===== config.mk =====
export PLATFORM = sky130hd
export DESIGN_NAME = mft_flags_irq_dma
export DESIGN_NICKNAME = d
export VERILOG_FILES = /design/src/verilog/mft_pkg.sv /design/src/verilog/mft_ob_if.sv /design/src/verilog/mft_ob_merge.sv /design/src/verilog/mft_flags_irq_dma.sv
export SDC_FILE = /design/constraint.sdc
export NUM_CORES = 1
export LEC_CHECK = 0
export BUFFER_PORTS_ARGS = -buffer_cell sky130_fd_sc_hd__buf_2
export CORE_MARGIN = 1.5
export CORE_UTILIZATION = 44
export DETAILED_ROUTE_END_ITERATION = 7
export PLACE_DENSITY = 0.76
export SYNTH_ARGS = -nofsm -noshare
export SYNTH_HDL_FRONTEND = slang
export SYNTH_SLANG_ARGS = --single-unit

===== constraint.sdc =====
create_clock -name pclk -period 1.2 [get_ports pclk]
set_input_delay 0 -clock pclk [delete_from_list [all_inputs] [get_ports pclk]]
set_output_delay 0 -clock pclk [all_outputs]
set_load 0.01 [all_outputs]

===== src/verilog/mft_pkg.sv =====
/*
 * mft_pkg: constants of the timer flag, mask and output-b block.
 * assumes apb with 32-bit data; registers sit at word index * 4.
 */
package mft_pkg;
   // ********************************************
   // register indices (byte address = index * 4)
   // ********************************************
   localparam logic [7:0] IDX_PTR = 8'hf0;
   localparam logic [7:0] IDX_OBC = 8'hfd;
   localparam logic [7:0] IDX_FLAGS = 8'hfe;
   localparam logic [7:0] IDX_MASK = 8'hff;
   localparam int ADDR_W = 10;

   // ********************************************
   // reset values
   // ********************************************
   localparam logic [7:0] RST_FLAGS = 8'h00;
   localparam logic [7:0] RST_MASK = 8'h00;
   localparam logic [7:0] RST_OBC = 8'h00;
   localparam logic [7:0] RST_PTR = 8'h00;

   // ********************************************
   // flag register bits
   // ********************************************
   localparam int B_CAP0 = 7;
   localparam int B_CAP1 = 6;
   localparam int B_CMP0 = 5;
   localparam int B_CMP1 = 4;
   localparam int B_WRAP = 3;
   localparam int B_CAP0_OVR = 2;
   localparam int B_CMP0_OVR = 1;
   localparam int B_SEL = 0;

   // ********************************************
   // mask register bits
   // ********************************************
   localparam int B_GIE = 7;
   localparam int B_CAP0_DMA = 6;
   localparam int B_CAP0_IRQ = 5;
   localparam int B_CAP1_IRQ = 4;
   localparam int B_CMP0_DMA = 3;
   localparam int B_CMP0_IRQ = 2;
   localparam int B_CMP1_IRQ = 1;
   localparam int B_WRAP_IRQ = 0;

   // ********************************************
   // output-b control and pointer bits
   // ********************************************
   localparam int B_EVT_EN = 1;
   localparam int B_PRE = 0;
   localparam int B_PTR_TGL = 2;
   localparam int B_DIR = 1;
   localparam int B_AREA = 0;
   localparam int NSRC = 3;

   // action codes as {e0, e1}: e0 is the upper bit of each field
   localparam logic [1:0] ACT_SET = 2'h0;
   localparam logic [1:0] ACT_TGL = 2'h1;
   localparam logic [1:0] ACT_CLR = 2'h2;
   localparam logic [1:0] ACT_NOP = 2'h3;
endpackage


===== src/verilog/mft_ob_if.sv =====
/*
 * mft_ob_if: output-b events and action codes between the flag block
 * and the merge unit. assumes both ends on the same clock.
 */
`timescale 1ns/1ps
interface mft_ob_if;
   logic [mft_pkg::NSRC-1:0] evt;
   logic [mft_pkg::NSRC-1:0][1:0] code;
   logic [1:0] merged;
   logic any;
   modport src (output evt, output code, input merged, input any);
   modport merge (input evt, input code, output merged, output any);
endinterface


===== src/verilog/mft_ob_merge.sv =====
/*
 * mft_ob_merge: merges the action codes of coincident output-b events.
 * assumes codes are stable while their events are high.
 */
`timescale 1ns/1ps
module mft_ob_merge (
   mft_ob_if.merge ob
);
   logic [mft_pkg::NSRC-1:0] t0;
   logic [mft_pkg::NSRC-1:0] t1;

   // bitwise and merge
   // an idle source passes ones so it never masks the others
   genvar i;
   generate
      for (i = 0; i < mft_pkg::NSRC; i++) begin : g_src
         assign t0[i] = ~ob.evt[i] | ob.code[i][0];
         assign t1[i] = ~ob.evt[i] | ob.code[i][1];
      end
   endgenerate

   assign ob.merged = {&t1, &t0};
   assign ob.any = |ob.evt;
endmodule


===== src/verilog/mft_flags_irq_dma.sv =====
/*
 * mft_flags_irq_dma: event flags, interrupt and dma masks, dma counter
 * pointer and output-b pin of a 16-bit multifunction timer, on apb.
 * assumes event inputs are one-cycle pulses synchronous to pclk.
 */
// Function
// two-bit code sets, toggles, clears, holds pin
// coincident events and their code bits
// overflow pulses on-chip event when enabled
// preset bit writes pin, reads pin level
// capture0 flag; write one soft captures
// capture1 flag; soft capture unless bicapture
// combine bit ors or ands capture flags
// compare0 flag interrupts with global, mask
// compare1 flag interrupts with global, mask
// overflow flag interrupts with global, mask
// capture0 overrun on repeat or soft capture
// compare0 overrun on repeat request
// global enable gates all interrupts
// capture0 dma enable cleared at block end
// capture0 mask covers end-of-block in dma
// compare0 dma enable cleared at block end
// compare0 mask covers end-of-block in dma
// own masks for capture1, compare1, overflow
// pointer high bits; bit2 toggles in swap
// hardware direction bit: capture or compare
// bit0 selects memory or register file
// hardware set beats software clear
`timescale 1ns/1ps
module mft_flags_irq_dma (
   input wire logic pclk,
   input wire logic presetn,
   input wire logic psel,
   input wire logic penable,
   input wire logic pwrite,
   input wire logic [mft_pkg::ADDR_W-1:0] paddr,
   input wire logic [31:0] pwdata,
   output logic [31:0] prdata,
   output logic pready,
   output logic pslverr,
   input wire logic capture0_evt,
   input wire logic capture1_evt,
   input wire logic compare0_evt,
   input wire logic compare1_evt,
   input wire logic overflow_evt,
   input wire logic bicapture_mode,
   input wire logic capture0_eob,
   input wire logic compare0_eob,
   input wire logic compare0_swap_step,
   output logic timer_output_b_pin,
   output logic on_chip_event,
   output logic sw_capture0_pulse,
   output logic sw_capture1_pulse,
   output logic capture0_dma_req,
   output logic compare0_dma_req,
   output logic irq_capture,
   output logic irq_compare,
   output logic irq_overflow
);
   // ********************************************
   // apb decode
   // ********************************************
   logic setup, wr, hit_any;
   logic hit_ptr, hit_obc, hit_flg, hit_msk;
   logic wr_ptr, wr_obc, wr_flg, wr_msk;
   logic [7:0] wb;

   assign setup = psel & ~penable;
   assign wr = psel & penable & pwrite;
   assign wb = pwdata[7:0];
   assign hit_ptr = paddr == {mft_pkg::IDX_PTR, 2'h0};
   assign hit_obc = paddr == {mft_pkg::IDX_OBC, 2'h0};
   assign hit_flg = paddr == {mft_pkg::IDX_FLAGS, 2'h0};
   assign hit_msk = paddr == {mft_pkg::IDX_MASK, 2'h0};
   assign hit_any = hit_ptr | hit_obc | hit_flg | hit_msk;
   assign wr_ptr = wr & hit_ptr;
   assign wr_obc = wr & hit_obc;
   assign wr_flg = wr & hit_flg;
   assign wr_msk = wr & hit_msk;
   // every access completes in its first access cycle
   assign pready = 1'b1;

   // ********************************************
   // registers
   // ********************************************
   logic [7:0] flags, mask, ptr;
   logic [7:1] obc, fset, fclr;
   logic sw_cap0, sw_cap1;

   assign sw_cap0 = wr_flg & wb[mft_pkg::B_CAP0];
   assign sw_cap1 = wr_flg & wb[mft_pkg::B_CAP1] & ~bicapture_mode;

   // capture0 set sources
   // while dma runs a capture feeds dma; the flag waits for block end
   assign fset[mft_pkg::B_CAP0] = (capture0_evt & ~mask[mft_pkg::B_CAP0_DMA]) | capture0_eob | sw_cap0;
   // capture1 set sources
   assign fset[mft_pkg::B_CAP1] = capture1_evt | sw_cap1;
   // compare0 flag waits for block end
   assign fset[mft_pkg::B_CMP0] = (compare0_evt & ~mask[mft_pkg::B_CMP0_DMA]) | compare0_eob;
   // compare1 match
   assign fset[mft_pkg::B_CMP1] = compare1_evt;
   // counter wrap
   assign fset[mft_pkg::B_WRAP] = overflow_evt;
   // repeat capture or soft capture
   assign fset[mft_pkg::B_CAP0_OVR] = (capture0_evt & flags[mft_pkg::B_CAP0]) | sw_cap0;
   // repeat compare request
   assign fset[mft_pkg::B_CMP0_OVR] = compare0_evt & flags[mft_pkg::B_CMP0];

   // set beats clear
   // a flag is cleared by writing zero to it; writing one never clears
   genvar i;
   generate
      for (i = 1; i < 8; i++) begin : g_flag
         assign fclr[i] = wr_flg & ~wb[i];
         always_ff @(posedge pclk or negedge presetn) begin
            if (!presetn) begin
               flags[i] <= mft_pkg::RST_FLAGS[i];
            end else if (fset[i]) begin
               flags[i] <= 1'b1;
            end else if (fclr[i]) begin
               flags[i] <= 1'b0;
            end
         end
      end
   endgenerate

   // combine select is plain storage
   always_ff @(posedge pclk or negedge presetn) begin
      if (!presetn) begin
         flags[mft_pkg::B_SEL] <= mft_pkg::RST_FLAGS[mft_pkg::B_SEL];
      end else if (wr_flg) begin
         flags[mft_pkg::B_SEL] <= wb[mft_pkg::B_SEL];
      end
   end

   // capture0 dma enable cleared at block end
   // compare0 dma enable cleared at block end
   // a software write in the same cycle re-arms the channel
   always_ff @(posedge pclk or negedge presetn) begin
      if (!presetn) begin
         mask <= mft_pkg::RST_MASK;
      end else if (wr_msk) begin
         mask <= wb;
      end else begin
         if (capture0_eob) begin
            mask[mft_pkg::B_CAP0_DMA] <= 1'b0;
         end
         if (compare0_eob) begin
            mask[mft_pkg::B_CMP0_DMA] <= 1'b0;
         end
      end
   end

   always_ff @(posedge pclk or negedge presetn) begin
      if (!presetn) begin
         obc <= mft_pkg::RST_OBC[7:1];
      end else if (wr_obc) begin
         obc <= wb[7:1];
      end
   end

   // area select and high bits by software
   // swap step flips bit2 on top of any write
   // direction follows the channel last served
   always_ff @(posedge pclk or negedge presetn) begin
      if (!presetn) begin
         ptr <= mft_pkg::RST_PTR;
      end else begin
         if (wr_ptr) begin
            ptr[7:3] <= wb[7:3];
            ptr[mft_pkg::B_AREA] <= wb[mft_pkg::B_AREA];
         end
         ptr[mft_pkg::B_PTR_TGL] <= (wr_ptr ? wb[mft_pkg::B_PTR_TGL] : ptr[mft_pkg::B_PTR_TGL]) ^ compare0_swap_step;
         if (compare0_dma_req) begin
            ptr[mft_pkg::B_DIR] <= 1'b1;
         end else if (capture0_dma_req) begin
            ptr[mft_pkg::B_DIR] <= 1'b0;
         end
      end
   end

   // ********************************************
   // dma requests and software capture strobes
   // ********************************************
   always_ff @(posedge pclk or negedge presetn) begin
      if (!presetn) begin
         capture0_dma_req <= 1'b0;
         compare0_dma_req <= 1'b0;
      end else begin
         capture0_dma_req <= capture0_evt & mask[mft_pkg::B_CAP0_DMA];
         compare0_dma_req <= compare0_evt & mask[mft_pkg::B_CMP0_DMA];
      end
   end

   // soft load or capture strobe
   // soft capture strobe, none in bicapture
   always_ff @(posedge pclk or negedge presetn) begin
      if (!presetn) begin
         sw_capture0_pulse <= 1'b0;
         sw_capture1_pulse <= 1'b0;
      end else begin
         sw_capture0_pulse <= sw_cap0;
         sw_capture1_pulse <= sw_cap1;
      end
   end

   // ********************************************
   // interrupts
   // ********************************************
   logic cap0_on, cap1_on, cap_req, cmp_req, ovf_req;

   // mask gates plain or end-of-block request
   assign cap0_on = flags[mft_pkg::B_CAP0] & mask[mft_pkg::B_CAP0_IRQ];
   // separate source masks
   assign cap1_on = flags[mft_pkg::B_CAP1] & mask[mft_pkg::B_CAP1_IRQ];
   // R7 or or and of capture sources
   assign cap_req = flags[mft_pkg::B_SEL] ? (cap0_on & cap1_on) : (cap0_on | cap1_on);
   // compare0 with its mask
   // compare1 with its mask
   assign cmp_req = (flags[mft_pkg::B_CMP0] & mask[mft_pkg::B_CMP0_IRQ])
      | (flags[mft_pkg::B_CMP1] & mask[mft_pkg::B_CMP1_IRQ]);
   // overflow with its mask
   assign ovf_req = flags[mft_pkg::B_WRAP] & mask[mft_pkg::B_WRAP_IRQ];

   // global gate
   always_ff @(posedge pclk or negedge presetn) begin
      if (!presetn) begin
         irq_capture <= 1'b0;
         irq_compare <= 1'b0;
         irq_overflow <= 1'b0;
      end else begin
         irq_capture <= mask[mft_pkg::B_GIE] & cap_req;
         irq_compare <= mask[mft_pkg::B_GIE] & cmp_req;
         irq_overflow <= mask[mft_pkg::B_GIE] & ovf_req;
      end
   end

   // ********************************************
   // output b pin and on-chip event
   // ********************************************
   mft_ob_if ob ();

   assign ob.evt = {overflow_evt, compare1_evt, compare0_evt};
   assign ob.code = {obc[3:2], obc[5:4], obc[7:6]};

   mft_ob_merge mft_ob_merge_inst (.ob(ob.merge));

   // preset write wins over events in that cycle
   // apply merged action
   always_ff @(posedge pclk or negedge presetn) begin
      if (!presetn) begin
         timer_output_b_pin <= mft_pkg::RST_OBC[mft_pkg::B_PRE];
      end else if (wr_obc) begin
         timer_output_b_pin <= wb[mft_pkg::B_PRE];
      end else if (ob.any) begin
         case (ob.merged)
            mft_pkg::ACT_SET: timer_output_b_pin <= 1'b1;
            mft_pkg::ACT_TGL: timer_output_b_pin <= ~timer_output_b_pin;
            mft_pkg::ACT_CLR: timer_output_b_pin <= 1'b0;
            default: timer_output_b_pin <= timer_output_b_pin;
         endcase
      end
   end

   // one pulse per wrap
   always_ff @(posedge pclk or negedge presetn) begin
      if (!presetn) begin
         on_chip_event <= 1'b0;
      end else begin
         on_chip_event <= overflow_evt & obc[mft_pkg::B_EVT_EN];
      end
   end

   // ********************************************
   // read path
   // ********************************************
   logic [7:0] rmux;

   // preset bit reads back the pin
   always_comb begin
      rmux = 8'h00;
      if (hit_ptr) begin
         rmux = ptr;
      end else if (hit_obc) begin
         rmux = {obc, timer_output_b_pin};
      end else if (hit_flg) begin
         rmux = flags;
      end else if (hit_msk) begin
         rmux = mask;
      end
   end

   // read data is caught in the setup cycle and held for the access
   always_ff @(posedge pclk or negedge presetn) begin
      if (!presetn) begin
         prdata <= 32'h0;
         pslverr <= 1'b0;
      end else if (setup) begin
         prdata <= {24'h0, rmux};
         pslverr <= ~hit_any;
      end
   end
endmodule


Word-level counts from Yosys, hierarchy flattened
Index checks and enable logic that the tools add are counted.
Cells by class
  bitwise gates (word level): 66
  eq/ne operators: 6
  muxes and demuxes: 29
  reduce and logical (&&, ||, !) cells: 17
Operator list (count)
  $eq 10x10->1 const B: 4
  $and 1x1->1: 33
  $mux 8: 4
  $mux 1: 24
  $reduce_bool 2->1: 11
  $not 1->1: 16
  $or 1x1->1: 16
  $reduce_and 3->1: 2
  $reduce_bool 4->1: 1
  $pmux 1 s3: 1
  $reduce_or 3->1: 1
  $eq 2x1->1 const B: 1
  $eq 2x2->1 const B: 1
  $logic_not 2->1: 1
  $reduce_and 2->1: 1
  $xor 1x1->1: 1
Storage, ports and cells
  logic and storage cells: 144
  register bits after elaboration: 49
  output and inout bits: 43

Logic depth before layout (Yosys ltp)
Gate-level depths: netlist of run 1.
  word-level depth: 7
  gate-level depth with buffers: 6

Hierarchy
Synthesis of run 1 repeated with hierarchy kept, for this count alone.
Unflattened totals
  cell total of the unflattened synthesis: 225
  area total of the unflattened synthesis: 2489.9 µm²
By module, submodules not included
  mft_flags_irq_dma: instances 1, area an instance 2441.1 µm², seq. area each 1226.2 µm², cells each 216
  mft_ob_merge: instances 1, area an instance 48.8 µm², seq. area each 0.0 µm², cells each 9

Worst setup path after synthesis of run 1
Ideal clock, no wire load.
  kind: input port to flip-flop
  start: input paddr[3] (netlist name)
  end: register ptr[0]
  library setup time: 0.125 ns
  path slack: -0.229 ns
  data arrival time: 1.304 ns
  buffers on the path: 1
  stages on the path: 4
  cells stage by stage: buf_2 -> or3_4 -> nor4_4 -> mux2_2
On the way
  cells in the longest elaborated chain, start to end: 2
RTL lines
  from (decl): line mft_flags_irq_dma.sv:36  | input wire logic [mft_pkg::ADDR_W-1:0] paddr,
  $eq 10x10->1: line mft_flags_irq_dma.sv:71  | assign hit_ptr = paddr == {mft_pkg::IDX_PTR, 2'h0};
  $and 1x1->1: line mft_flags_irq_dma.sv:76  | assign wr_ptr = wr & hit_ptr;
  to (signal assigned): line mft_flags_irq_dma.sv:167  | ptr <= mft_pkg::RST_PTR;
  to (signal, indexed assignment): line mft_flags_irq_dma.sv:171  | ptr[mft_pkg::B_AREA] <= wb[mft_pkg::B_AREA];
  to (signal, indexed assignment): line mft_flags_irq_dma.sv:173  | ptr[mft_pkg::B_PTR_TGL] <= (wr_ptr ? wb[mft_pkg::B_PTR_TGL] : ptr[mft_pkg::B_PTR_TGL]) ^ compare0_swap_step;
  to (decl): line mft_flags_irq_dma.sv:86  | logic [7:0] flags, mask, ptr;
Every way passes these cells.
A chain may end at the register's enable or synchronous reset.

Worst setup path in the final report of run 1
  start: register obc[6] (netlist name)
  end: register timer_output_b_pin
On the way
  cells in the longest elaborated chain, start to end: 6
  elaborated cells on any way between the ends: 10
RTL lines
  from (decl): line mft_flags_irq_dma.sv:87  | logic [7:1] obc, fset, fclr;
  from (signal assigned): line mft_flags_irq_dma.sv:156  | obc <= mft_pkg::RST_OBC[7:1];
  from (signal assigned): line mft_flags_irq_dma.sv:158  | obc <= wb[7:1];
  $or 1x1->1 *: line mft_ob_merge.sv:17  | assign t0[i] = ~ob.evt[i] | ob.code[i][0];
  $reduce_and 3->1 *: line mft_ob_merge.sv:22  | assign ob.merged = {&t1, &t0};
  $eq 2x2->1, or another cell as far along: line mft_flags_irq_dma.sv:256  | case (ob.merged)
  $pmux 1 s3: line mft_flags_irq_dma.sv:256
  $mux 1: line mft_flags_irq_dma.sv:255  | end else if (ob.any) begin
  $mux 1: line mft_flags_irq_dma.sv:253  | end else if (wr_obc) begin
  to (signal assigned): line mft_flags_irq_dma.sv:252  | timer_output_b_pin <= mft_pkg::RST_OBC[mft_pkg::B_PRE];
  to (signal assigned): line mft_flags_irq_dma.sv:254  | timer_output_b_pin <= wb[mft_pkg::B_PRE];
  to (signal assigned): line mft_flags_irq_dma.sv:258  | mft_pkg::ACT_TGL: timer_output_b_pin <= ~timer_output_b_pin;
  to (decl): line mft_flags_irq_dma.sv:50  | output logic timer_output_b_pin,
Every way passes the cells marked *; elsewhere a longest branch is shown, timed or not. The select of a mux whose other input is x is not followed.

==> results.md, run 1 <==
* Setup Slack @ Placement at -255 ps
* Yosys top cell area share at 49.3%
* Global-route usage over all layers at 20.0%
* Gpl congestion at approximately 0.86
* Dpl hpwl at 4.36 mm
* Compound-gate portion of the synthesized area at 11.0%
* CP max stage cell: dfrtp_1
* Met1 Use GR at 24.1%
* WS Path Type: flop to flop
* Synth Area in XOR/XNOR at 0.352%
* CTS clk-pin slew, worst paths at 90 ps
* Hold Fails Final Rpt at 0
* Synth cell types at 45
* Total grt overflow at 0
* DIE HEIGHT at 78.2 um
* Simple-gate area share of the yosys netlist at 15.6%
* Final ANT Viol Nets at 0
* Syn_area_per_cell at 10.9 um^2
* Yosys warns at 0
* EDFF count, synth at 0
* CP dominant cell by count: a31oi_1
* Met3 usage at under 10%
* TritonCTS clock tree: done
* Core area at around 5500 um^2
* Logic pwr share at 12.3%
* Switching fraction of total power at between 20% and 30%
* CP Max Fanout at 3
* Die ar. at 6110 um^2
* Mux cell area share after synthesis at a little over an eighth
* Post-route cell area at 3290 um^2
* Synthesized instance count at 228
* Syn Std Cell Area at 2490 um^2
* Ys flop type: dfrtp_1
* CTS Buf Count at 5
* Final period util at 104%
* Sum Neg Setup Slack at -47.2 ps
* DRT Wirelength at 5.94 mm
* Lkg Pwr at 1.61 nW
* Met2 Use GR at 35.1%
* Largest net degree at the start of global routing at 50
* Initial DRC count at 66
* Via count at 1980
* Max incr delay on CP at 390 ps
* Pint at 2.25 mW
* Proportion of layout cells with a drive suffix above 1 at approximately two fifths
* Crit path DAT at 1480 ps
* Clock Latency Late Sink at about 310 ps
* H-Tree Depth at 2
* Post-route core utilization at between 60 and 70%
* Fin Clk Skew at about 8.6 ps
* Asr flop ratio synth at 100%
* Final worst path period need at roughly 1200 ps
* First-pass GRT wire length at 9.33 mm
* Switch Pwr at ~760 uW
* WP buf/inv at 1
* Overall Power at 3.01 mW
* Final setup margin at -47.2 ps
* Total Nets Final at around 380
* Clk sink count at 49
* Failing checks: setup timing
* FMAX at 802 MHz
* Clock tree buffer depth at 2
* Root cell of the clock tree: clkbuf_8
* RSZ-0062 raised after global routing: true
* Register area share after synthesis at 49.3%
* Gr busiest metal: met2
* Largest delay share family, worst path: compound AO/OA/AOI/OAI gates
* Area contributors post-synth: dfrtp_1 49%, mux2_2 11%, buf_4 7.5%, a221oi_1 3.2%, nand2_1 3.0%
* PD cells at 914 nW/um^2
* Max Cap Viol at 0
* Combinational family with the most area after synthesis: simple AND/OR/NAND/NOR gates
* Vias in the first global route at 1980
* Worst Hold Class: primary input to flop
* Sequential power share at 56.4%
* Pre-antenna DRT Iters at 4
* Area after DPL at 2930 um^2
* Post-synthesis adder-cell area fraction at 0.402%
* Nature of the critical path endpoint: flop
* Final Max Slew Viols at 0
* Die X at 78.2 um
* Status: complete, but fails checks
* DRC at 0
* Register bit count reported by yosys at 49
* Area added between synthesis and finish at 32.3%
* Mean routed wirelength per cell at around 15 um
* Crit path launch type: flop
* # rows at 27
* Ant. Diodes at 0
* Initial Util at 45.5%
* Post-DR vias/cell at 5.06
* Critical Path, Cell by Cell: buf_4 -> nand2b_4 -> a31oi_1 -> o21ai_0 -> a31oi_1
* Final setup fails at 1
* Peak supply drop at between 0.0003 and 0.0004 V
* Initial antenna violation count at 0
* Worst endpoint required time at 1430 ps
* Port Buf Inserts at 49
* Ports at just under 100
* Clock network power share at 31.3%
* Synth area leader: dfrtp_1
==> routing by layer <==
metal,up-vias,routed length [um]
li1,940,-
met1,969,2570
met2,61,3000
met3,10,257
met4,0,110
met5,-,0
==> state kept, by name, summed over array words and instances, names as in the netlist, 7 cells and up <==
signal / count
flags: 8
prdata: 8
ptr: 8
mask: 8
obc: 7
==> path summary, 6_finish.rpt <==
path                       slack [ps]  cells after the start        startpoint                 end
hold / removal                      8                      2         pwdata[2]             mask[2]
min in group asynchronous         190                      3           presetn            flags[7]
setup / recovery                  -50                      5            obc[6]  timer_output_b_pin
setup reg to reg                  -50                      5            obc[6]  timer_output_b_pin
hold reg to reg                   460                      1  compare0_dma_req              ptr[1]
max in group asynchronous         770                      3           presetn              ptr[7]
==> kinds of logic after synthesis <==
logic type | count (synthesis)
DFF | 49
AOI/OAI and AO/OA | 38
and+or+nand+nor | 69
muxes | 30
other | 2
adders and majority gates | 1
xor gates and xnor gates | 1
buffers and inverters | 38
==> power groups by stage <==
| stage | Combinational [mW] | Sequential [mW] | Clock [mW] |
|---|---|---|---|
| global route | 0.407 | 1.70 | 1.00 |
| finish | 0.371 | 1.70 | 0.941 |
| global placement | 0.299 | 1.73 | 0 |
| detailed placement | 0.309 | 1.73 | 0 |
| CTS | 0.359 | 1.70 | 0.949 |
| floorplan | 0.202 | 1.72 | 0 |
==> cell usage in the layout, fill, tap and decap left out, types with 5 or more instances in the layout <==
master / instances
buf_4: 24
a221oi_2: 7
dfrtp_1: 49
buf_2: 49
dlygate4sd3_1: 17
inv_1: 6
nor2_1: 11
o31ai_1: 8
clkbuf_8: 5
nand2_1: 20
conb_1: 25
mux2_2: 21
o21ai_0: 8
==> stage by stage <==
| step | hold WS, ps | std cells |
|---|---|---|
| 4_1_cts | 4.41 | 389 |
| 2_1_floorplan | -296 | 251 |
| 5_1_grt | 11.9 | 391 |
| 3_3_place_gp | 0.631 | 364 |
| 6_report | 8.08 | 391 |
| 3_5_place_dp | 6.25 | 364 |
==> final cells by class <==
class	count	area, um^2
clock buffer	6	72.6
timing repair buffer	93	656
inverter	6	22.5
fill	456	2180
tap	72	90.1
multi-input combinational	164	1210
clock inverter	1	8.76
sequential	49	1230
==> Yosys cell counts (all sizes together), types with 4 or more instances <==
master and count:
a221oi 9, and2 5, buf 29, dfrtp 49, inv 6, mux2 28, nand2 20, nand2b 7
nor2 12, nor2b 4, o21ai 8, o31ai 8
==> what timing repair did <==
item | 4_1_cts | 5_1_grt
endpoints found under the hold margin | 73 | 0
gates resized for setup | 5 | 11
pin swaps | 2 | 11
setup buffers | 1 | 2
hold buffers | 17 | 0
endpoints found under the setup margin | 3 | 10
Power figures use the tool's default switching activity.
==> inputs of run 2 (changes only) <==
- CORE_UTILIZATION: 44 -> 52
- MAX_ROUTING_LAYER: not set -> met4
- PLACE_DENSITY: 0.76 -> 0.82
- clock period: 1.2 -> 1.5 ns (I/O delays scaled with it)
==> run 2 against run 1 <==
Effect of this change:
- die area shrank 15%
- clock skew decreased by 4.0 ps
- utilization is 7.6 points higher
- sequential power decreased by 20%
- the flow now finishes without violations
- critical endpoint is now flags[7]
- hold slack got worse by 7.0 ps
==> results.md, run 2 (synthesis gave the netlist of run 1 again) <==
* Status: finished clean
* Root cell of the clock tree: clkbuf_8
* Max transition margin at roughly two thirds
* WS Path Type: primary input to flop
* Initial Util at 55.6%
* Total Nets Final at 360
* Post-DR vias/cell at 5.39
* Setup Slack @ Placement at 98.7 ps
* Worst endpoint required time at ~1700 ps
* Ant. Diodes at 0
* Largest net degree at the start of global routing at 30
* Vias in the first global route at 1834
* Nature of the critical path endpoint: flop
* Peak supply drop at ~0.00042 V
* Lkg Pwr at approximately 1.5 nW
* Die ar. at roughly 5200 um^2
* Clk sink count at 49
* # rows at 24
* Hold Fails Final Rpt at 0
* Switch Pwr at 576 uW
* H-Tree Depth at 2
* Max Cap Viol at 0
* CP max stage cell: dlygate4sd3_1
* Clock tree buffer depth at 2
* Crit path launch type: primary input
* Clock Latency Late Sink at 300 ps
* Post-route cell area at 3030 um^2
* Largest delay share family, worst path: buffers and inverters
* Sequential power share at 56.6%
* Worst Hold Class: primary input to flop
* PD cells at a little under 800 nW/um^2
* Multi-input gate area at 1110 um^2
* Final Max Slew Viols at 0
* Final worst path period need at 1450 ps
* Hold_ws at 1.09 ps
* Resized cells post-CTS at 0
* Critical Path, Cell by Cell: buf_2 -> and4bb_2 -> nand4_1 -> a221oi_1 -> dlygate4sd3_1 -> nand2_1
* Switching fraction of total power at 24.0%
* Global-route usage over all layers at 23.9%
* Ports at 99
* CTS Buf Count at 5
* TritonCTS clock tree: done
* DRT Wirelength at 5.54 mm
* Area added between synthesis and finish at 21.8%
* Die X at 72.2 um
* Total grt overflow at 0
* Max incr delay on CP at ~590 ps
* Final setup fails at 0
* CP Max Fanout at 6
* Pint at 1.82 mW
* Slew @ Worst Pin at 522 ps
* FMAX at 691 MHz
* CTS clk-pin slew, worst paths at about 80 ps
* Initial antenna violation count at 0
* Proportion of layout cells with a drive suffix above 1 at 32.6%
* Final ANT Viol Nets at 0
* DIE HEIGHT at 72.2 um
* Final period util at a little over nine tenths
* Fillers at ~340
* Initial DRC count at 92
* Clock network power share at about 33%
* Gpl congestion at 0.823
* Via count at approximately 1900
* Commonest cells after routing, fill and taps aside: 49 x dfrtp_1, 49 x buf_2, 25 x mux2_2, 25 x conb_1, 20 x nand2_1
* Area after DPL at 2740 um^2
* Register area at about 1200 um^2
* Core area at 4470 um^2
* Mean routed wirelength per cell at 15.6 um
* Logic pwr share at 10.8%
* DRC at 0
* Crit path DAT at 1650 ps
* Pre-antenna DRT Iters at 5
* Port Buf Inserts at 49
* WP buf/inv at 2
* First-pass GRT wire length at 9.00 mm
* Dpl hpwl at 4.07 mm
* Fin Clk Skew at approximately 4.6 ps
* Final setup margin at around 53 ps
==> run 2: changes by cell type in the layout (fill, tap and decap cells not counted), moves of 2 or more <==
cell      before  now
buf_4         24   10
mux2_4         4    0
nand2b_1       4    7
a221oi_1       2    9
buf_12         3    1
a221oi_2       7    0
mux2_2        21   25
nand2b_4       3    0
==> run 2: power groups by stage <==
stage	sequential, mW	combinational [mW]	clock (mW)
after floorplan	1.38	0.158	0
after global placement	1.38	0.218	0
after detailed placement	1.38	0.223	0
after CTS	1.36	0.257	0.779
after global routing	1.36	0.288	0.844
final	1.36	0.259	0.781
==> run 2: path summary, 6_finish.rpt <==
check | start | endpoint | slack, ps | cells after the start
worst max-delay path | paddr[1] | flags[7] | 50 | 6
worst min-delay path | pwdata[6] | sw_capture1_pulse | 1 | 2
worst max register to register | flags[7] | flags[7] | 80 | 3
worst min register to register | compare0_dma_req | ptr[1] | 460 | 1
max in group asynchronous | presetn | mask[7] | 770 | 3
min in group asynchronous | presetn | sw_capture0_pulse | 200 | 2
==> run 2: metal layers <==
| layer | track usage, % | up-vias | wire [um] |
|---|---|---|---|
| met3 | 5.42 | 10 | 316 |
| met2 | 36.6 | 73 | 2730 |
| met4 | 9.01 | 0 | 115 |
| met5 | - | - | 0 |
| met1 | 31.2 | 923 | 2380 |
| li1 | - | 913 | - |
==> run 2: per-stage QoR <==
step / setup TNS [ps] / util [%] / power (mW) / cells
5_1_grt: -26.6 / 67.7 / 2.49 / 356
2_1_floorplan: 0 / - / 1.54 / 251
3_3_place_gp: 0 / 61.2 / 1.60 / 328
4_1_cts: 0 / 67.2 / 2.39 / 353
6_report: 0 / 67.7 / 2.40 / 356
3_5_place_dp: 0 / 61.2 / 1.61 / 328
==> run 2: repair_timing <==
action	in CTS	in global routing
setup endpoints to repair	0	1
hold endpoints to repair	47	0
buffers inserted	0	3
hold buffers	18	0
==> run 2: worst reg2reg max path: cells and delay by family (launching register included) <==
family / cells / cell delay (ps)
DFF: 1 / 430
buffers and inverters: 1 / 590
and+or+nand+nor: 1 / 60
AOI/OAI and AO/OA: 1 / 240
==> run 2: layout make-up <==
type                            instances  area share [%]
Sequential cell                        49            40.5
Multi-Input combinational cell        164            36.6
Inverter                                6           0.743
Timing Repair Buffer                   78            17.2
Tap cell                               52            2.15
Clock buffer                            7            2.85
==> inputs of run 3 (changes only) <==
- clock period: 1.5 -> 1.8 ns (I/O delays scaled with it)
==> run 3 against run 2 <==
Effect of this change:
- sequential share of layout area fell by 0.33 points
- sequential cell count did not move
- final cell count rose by 0.28%
- clock skew rose by 5.2 ps
- setup slack improved by 170 ps
- hold slack improved by 7.7 ps
- critical endpoint is now flags[4]
- highest routed layer unchanged
==> results.md, run 3 (synthesis gave the netlist of run 1 again) <==
* Clock tree buffer depth at 2
* CTS Buf Count at 5
* Initial antenna violation count at 0
* Vias in the first global route at 1864
* Pre-antenna DRT Iters at 4
* Clk sink count at 49
* Largest net degree at the start of global routing at 50
* WS Path Type: primary input to flop
* Dpl hpwl at 3.90 mm
* Nature of the critical path endpoint: flop
* Initial DRC count at roughly 110
* DRC at 0
* Core area at 4470 um^2
* Root cell of the clock tree: clkbuf_8
* Reg2reg start: flags[7]
* CP max stage cell: dlygate4sd3_1
* CP Max Fanout at 7
* DP Cell Count at 328
* Final worst path period need at 1580 ps
* Critical Path, Cell by Cell: buf_2 -> and4bb_2 -> nand4_1 -> buf_4 -> o21ai_0 -> nand2b_1 -> dlygate4sd3_1
* H-Tree Depth at 2
* Hold path start: pwdata[6]
* Setup crit start: paddr[0]
* Fillers at 361
* Fin Clk Skew at 9.77 ps
* Area added between synthesis and finish at 22.8%
* Peak supply drop at 0.000345 V
* Post-DR vias/cell at 5.37
* Final non-filler cell total at 357
* First-pass GRT wire length at 9.27 mm
* Switching fraction of total power at 22.8%
* Clock Latency Late Sink at 310 ps
* Met3 usage at under 10%
* Worst endpoint required time at 2000 ps
* Crit path launch type: primary input
* TritonCTS clock tree: done
* Logic pwr share at ~10%
* Final Max Slew Viols at 0
* Initial Util at 55.6%
* Final period util at 87.7%
* Pint at 1.66 mW
* Commonest cells after routing, fill and taps aside: 49 x dfrtp_1, 49 x buf_2, 25 x mux2_2, 25 x conb_1, 21 x dlygate4sd3_1
* Ports at 99
* Met2 Use GR at 37.9%
* Gpl congestion at 0.864
* FMAX at 633 MHz
* DRT Wirelength at 5.62 mm
* Crit path DAT at 1770 ps
* PD cells at roughly 710 nW/um^2
* Sum Neg Setup Slack at 0 ps
* Hold_ws at 8.80 ps
* Final ANT Viol Nets at 0
* Total grt overflow at 0
* Total Nets Final at 360
* Port Buf Inserts at roughly 50
* Status: finished clean
* DIE HEIGHT at 72.2 um
* Gr busiest metal: met2
* Proportion of layout cells with a drive suffix above 1 at 31.8%
* Switch Pwr at 492 uW
* Via count at 1916
* Slew @ Worst Pin at roughly 610 ps
* CTS clk-pin slew, worst paths at 90 ps
* Ant. Diodes at 0
* Post-CTS setup buffers at 0
* Clock network power share at 37.5%
* Lkg Pwr at ~1.5 nW
* Die X at 72.2 um
* Hold Fails Final Rpt at 0
* Final setup fails at 0
* Worst Hold Class: primary input to flop
* Mean routed wirelength per cell at 15.7 um
* Max transition margin at 59.5%
* Global-route usage over all layers at 24.0%
* Max Cap Viol at 0
* Die ar. at between 5000 and 6000 um^2
* Sequential power share at 52.5%
* RSZ-0062 raised after global routing: false
* # rows at 24
* Max incr delay on CP at 570 ps
* Met1 Use GR at 32.8%
-- run 3: cell count changes in the layout (fill, tap and decap cells not counted), sizes merged --
cell / before / now
bufinv: 0 / 1
buf: 60 / 57
dlygate4sd3: 18 / 21
-- run 3: through the flow --
stage	setup slack, ps	power [mW]	utilization, %	instance area, um^2
floorplan	371	1.28	-	2570
global placement	419	1.33	61.0	2730
detailed placement	404	1.33	61.0	2730
CTS	273	2.16	68.3	3050
global route	94.0	2.23	68.3	3050
finish	221	2.16	68.3	3050
-- run 3: per-layer routing --
metal | part of all wire (%) | vias up
met5 | 0 | -
met4 | 1.1 | 0
met3 | 4.4 | 5
met2 | 49 | 66
met1 | 45 | 936
li1 | - | 909
-- run 3: worst paths after layout --
path / endpoint / slack (ps) / depth (start not counted)
worst min register to register: ptr[1] / 460 / 1
worst max register to register: flags[7] / 290 / 3
max in group asynchronous: prdata[2] / 1070 / 3
worst max-delay path: flags[4] / 220 / 7
min in group asynchronous: sw_capture0_pulse / 310 / 3
worst min-delay path: obc[6] / 9 / 2
-- run 3: final cells by class --
type                            instances  area, um^2  share of cell area (%)
Tap cell                               52        65.1                    2.13
Multi-Input combinational cell        164        1110                    36.3
Clock buffer                            7        86.3                    2.83
Timing Repair Buffer                   78         515                    16.9
Clock inverter                          1        30.0                   0.983
Inverter                                6        22.5                   0.737
Sequential cell                        49        1230                    40.1
-- run 3: timing repair --
item	4_1_cts	5_1_grt
hold endpoints to repair	78	0
hold buffers	21	0
gates resized for setup	0	0
-- run 3: power groups by stage --
| stage | clock, mW | combinational (mW) | sequential, mW |
|---|---|---|---|
| after floorplan | 0 | 0.132 | 1.15 |
| after global placement | 0 | 0.177 | 1.15 |
| after detailed placement | 0 | 0.181 | 1.15 |
| after CTS | 0.820 | 0.212 | 1.13 |
| after global routing | 0.853 | 0.239 | 1.13 |
| final | 0.809 | 0.214 | 1.13 |
-- run 3: critical path, delay by kind of cell --
| family | cells | cell delay (ps) |
|---|---|---|
| AOI/OAI and AO/OA | 1 | 150 |
| buffers and inverters | 3 | 930 |
| and+or+nand+nor | 3 | 690 |
